--- config.mk ---
export PLATFORM = sky130hd
export DESIGN_NAME = icc_crc8
export DESIGN_NICKNAME = d
export VERILOG_FILES = /design/src/rtl/icc_crc8.v
export SDC_FILE = /design/constraint.sdc
export NUM_CORES = 1
export LEC_CHECK = 0
export BUFFER_PORTS_ARGS = -buffer_cell sky130_fd_sc_hd__buf_2
export CORE_ASPECT_RATIO = 1.5
export CORE_MARGIN = 5
export CORE_UTILIZATION = 40
export DETAILED_ROUTE_END_ITERATION = 10
export PLACE_DENSITY_LB_ADDON = 0.15
export SYNTH_ARGS = -nofsm -noshare
export SYNTH_HDL_FRONTEND = slang
export SYNTH_SLANG_ARGS = --single-unit
export TNS_END_PERCENT = 1
--- constraint.sdc ---
create_clock -name vclk -period 4.6
set_input_delay 0.46 -clock vclk [all_inputs]
set_output_delay 0.46 -clock vclk [all_outputs]
set_load 0.02 [all_outputs]
--- src/rtl/icc_crc8.v ---
// Combinational 8-bit CRC over the configuration image
`timescale 1ns/1ps
module icc_crc8
#(
    parameter CFG_W = 64,
    parameter [7:0] POLY = 8'h07,
    parameter [7:0] INIT = 8'h00
)
(
    input wire [CFG_W-1:0] data,
    output reg [7:0] crc
);

integer i;
reg fb;

// MSB of the image is shifted in first
always @*
begin
    crc = INIT;
    fb = 1'b0;
    for (i = CFG_W - 1; i >= 0; i = i - 1)
    begin
        fb = crc[7] ^ data[i];
        crc = {crc[6:0], 1'b0};
        if (fb)
        begin
            crc = crc ^ POLY;
        end
    end
end

endmodule // icc_crc8

==> key figures <==
Outcome
  • Status: finished clean

Worst hold path
  • Hold_sp: data[10]
  • Min-delay worst type: in2out

Layout
  • Footprint of the multi-input gates: 2200 sq um
  • CLK BUF: 0
  • Reg area: 0 sq um
  • # diodes: 0
  • Post-Layout Inst Area: 2750 sq um
  • Fraction of layout cells with a size suffix above 1: 39.8%
  • Fin nets: 312
  • Sequential cell count: 0
  • Fin cells: 316
  • Area Overhead vs Synth: 24.5%
  • Fill cells: 521

Placed design
  • Port bufs: 72
  • Gpl congestion: 0.760
  • Final HPWL DP: 4.45 mm
  • Placed Cells: 316
  • DP Area: 2730 sq um

Critical path
  • Setup crit end kind: primary output
  • Critical Path Source Type: input pin
  • Max Fanout on Critical Path: 4
  • Worst Setup SP: data[59]
  • Req. time, crit path: 4.14 ns
  • Kind of critical path: in2out
  • Critical path arrival: 3.91 ns

Detailed routing
  • Via Count: 1398
  • DRC Markers: 0
  • Pre-antenna DRT Iters: 2
  • Final ANT Viol Nets: 0
  • Routed WL: 4.83 mm
  • DRT iter0 DRCs: 4
  • Drt wl/cell: 15.3 um
  • Number of vias per cell: 4.42

Timing
  • Final worst path period share: 95.0%
  • Fmax: 229 MHz
  • Slew @ Worst Pin: 0.458 ns
  • Slew Viols, Final: 0
  • Hold Vio Cnt, Final: 0
  • Final worst path period need: 4.37 ns
  • RSZ-0062 raised after global routing: no
  • Slew HR: 69.3%
  • Final setup TNS: 0 ns
  • Setup violators final: 0

Run
  • Max Cap Viol: 0

Logic synthesis
  • Synth Instances: 164
  • Syn. warnings: 0
  • Count leader, synth: xnor2_1
  • Syn_nets: 228
  • Synth unique cells: 11
  • Ranking of synthesized cells by area: xnor3_1 (39%), xnor2_1 (34%), xor3_1 (9.7%), xor2_1 (6.3%), xnor3_2 (4.3%)
  • Yosys top cell area share: 38.8%
  • Post-synthesis sequential area ratio: 0%
  • Largest area contributor in the netlist: xnor3_1
  • Post-Syn Area: 2210 sq um
  • Top cells by count, synth: xnor2_1 (86), xnor3_1 (38), xor2_1 (16), xor3_1 (9)
  • Syn avg cell area: 13.5 sq um

Global route
  • GRT Overall Usage: 13.3%
  • Initial antenna violation count: 0
  • Largest net degree at the start of global routing: 6
  • Global-route wire length before repair: 7.33 mm
  • Grt ovf: 0
  • Vias in the first global route: 1539

Floorplanning
  • Die X: 70.7 um
  • Core footprint: 5410 sq um
  • IO Pins: 72
  • Die H: 101 um
  • Die ar.: 7130 sq um
  • # rows: 33
  • Starting density of the core: 40.8%

Clocking
  • Setup Fix Bufs, Post-CTS: 0
  • Hold buffers post-CTS: 0
cell families after synthesis:
group | count (synthesis) | share of synthesized area [%]
xor gates and xnor gates | 160 | 98.9
buffers and inverters | 4 | 1.08
through the flow:
stage                     hold slack (ns)  setup slack (ns)  utilization (%)
after floorplan                      1.22             0.375                -
after global placement               1.42            0.0860             50.5
after detailed placement             1.42             0.137             50.5
after CTS                            1.43             0.111             50.5
after global routing                 1.48            0.0108             50.8
final                                1.43             0.228             50.8
worst paths after layout:
check,end,slack [ns],depth (start not counted)
setup / recovery,crc[2],0.23,11
hold / removal,crc[4],1.43,4
layout by cell type, fill, tap and decap left out:
| cell | n |
|---|---|
| xor2_1 | 16 |
| xnor3_2 | 4 |
| inv_1 | 1 |
| xnor2_1 | 84 |
| buf_4 | 13 |
| xnor3_1 | 38 |
| buf_2 | 72 |
| xnor2_2 | 6 |
| xnor2_4 | 1 |
| xor2_2 | 2 |
| xor3_1 | 9 |
final cells by class:
class,count,share of cell area [%]
well taps,70,3.19
multi-input cells,160,80.0
repair buffers,85,16.7
inverters,1,0.137
worst max-delay path, stage by stage:
cell and delay (ns):
buf_2 0.13, xor2_1 0.24, xnor3_1 0.52, xnor3_1 0.49, xor2_2 0.33, xor3_1 0.44
xnor3_1 0.28, xor3_1 0.46, xnor3_1 0.22, xnor2_1 0.16, buf_2 0.18
routing by layer:
metal / track usage [%] / wire (um) / part of all wire [%]
met5: 0 / 0 / 0
met4: 0 / 0 / 0
met3: 0.699 / 224 / 4.6
met2: 31.2 / 3080 / 64
met1: 12.5 / 1530 / 32
timing repair:
item / in CTS / in global routing
hold endpoints to repair: 0 / 0
endpoints found under the setup margin: 0 / 1
gates resized for setup: 0 / 2
Power is left out: the tool's default activity adds up to more than one toggle a clock period on the data nets, which glitch-free logic cannot reach.
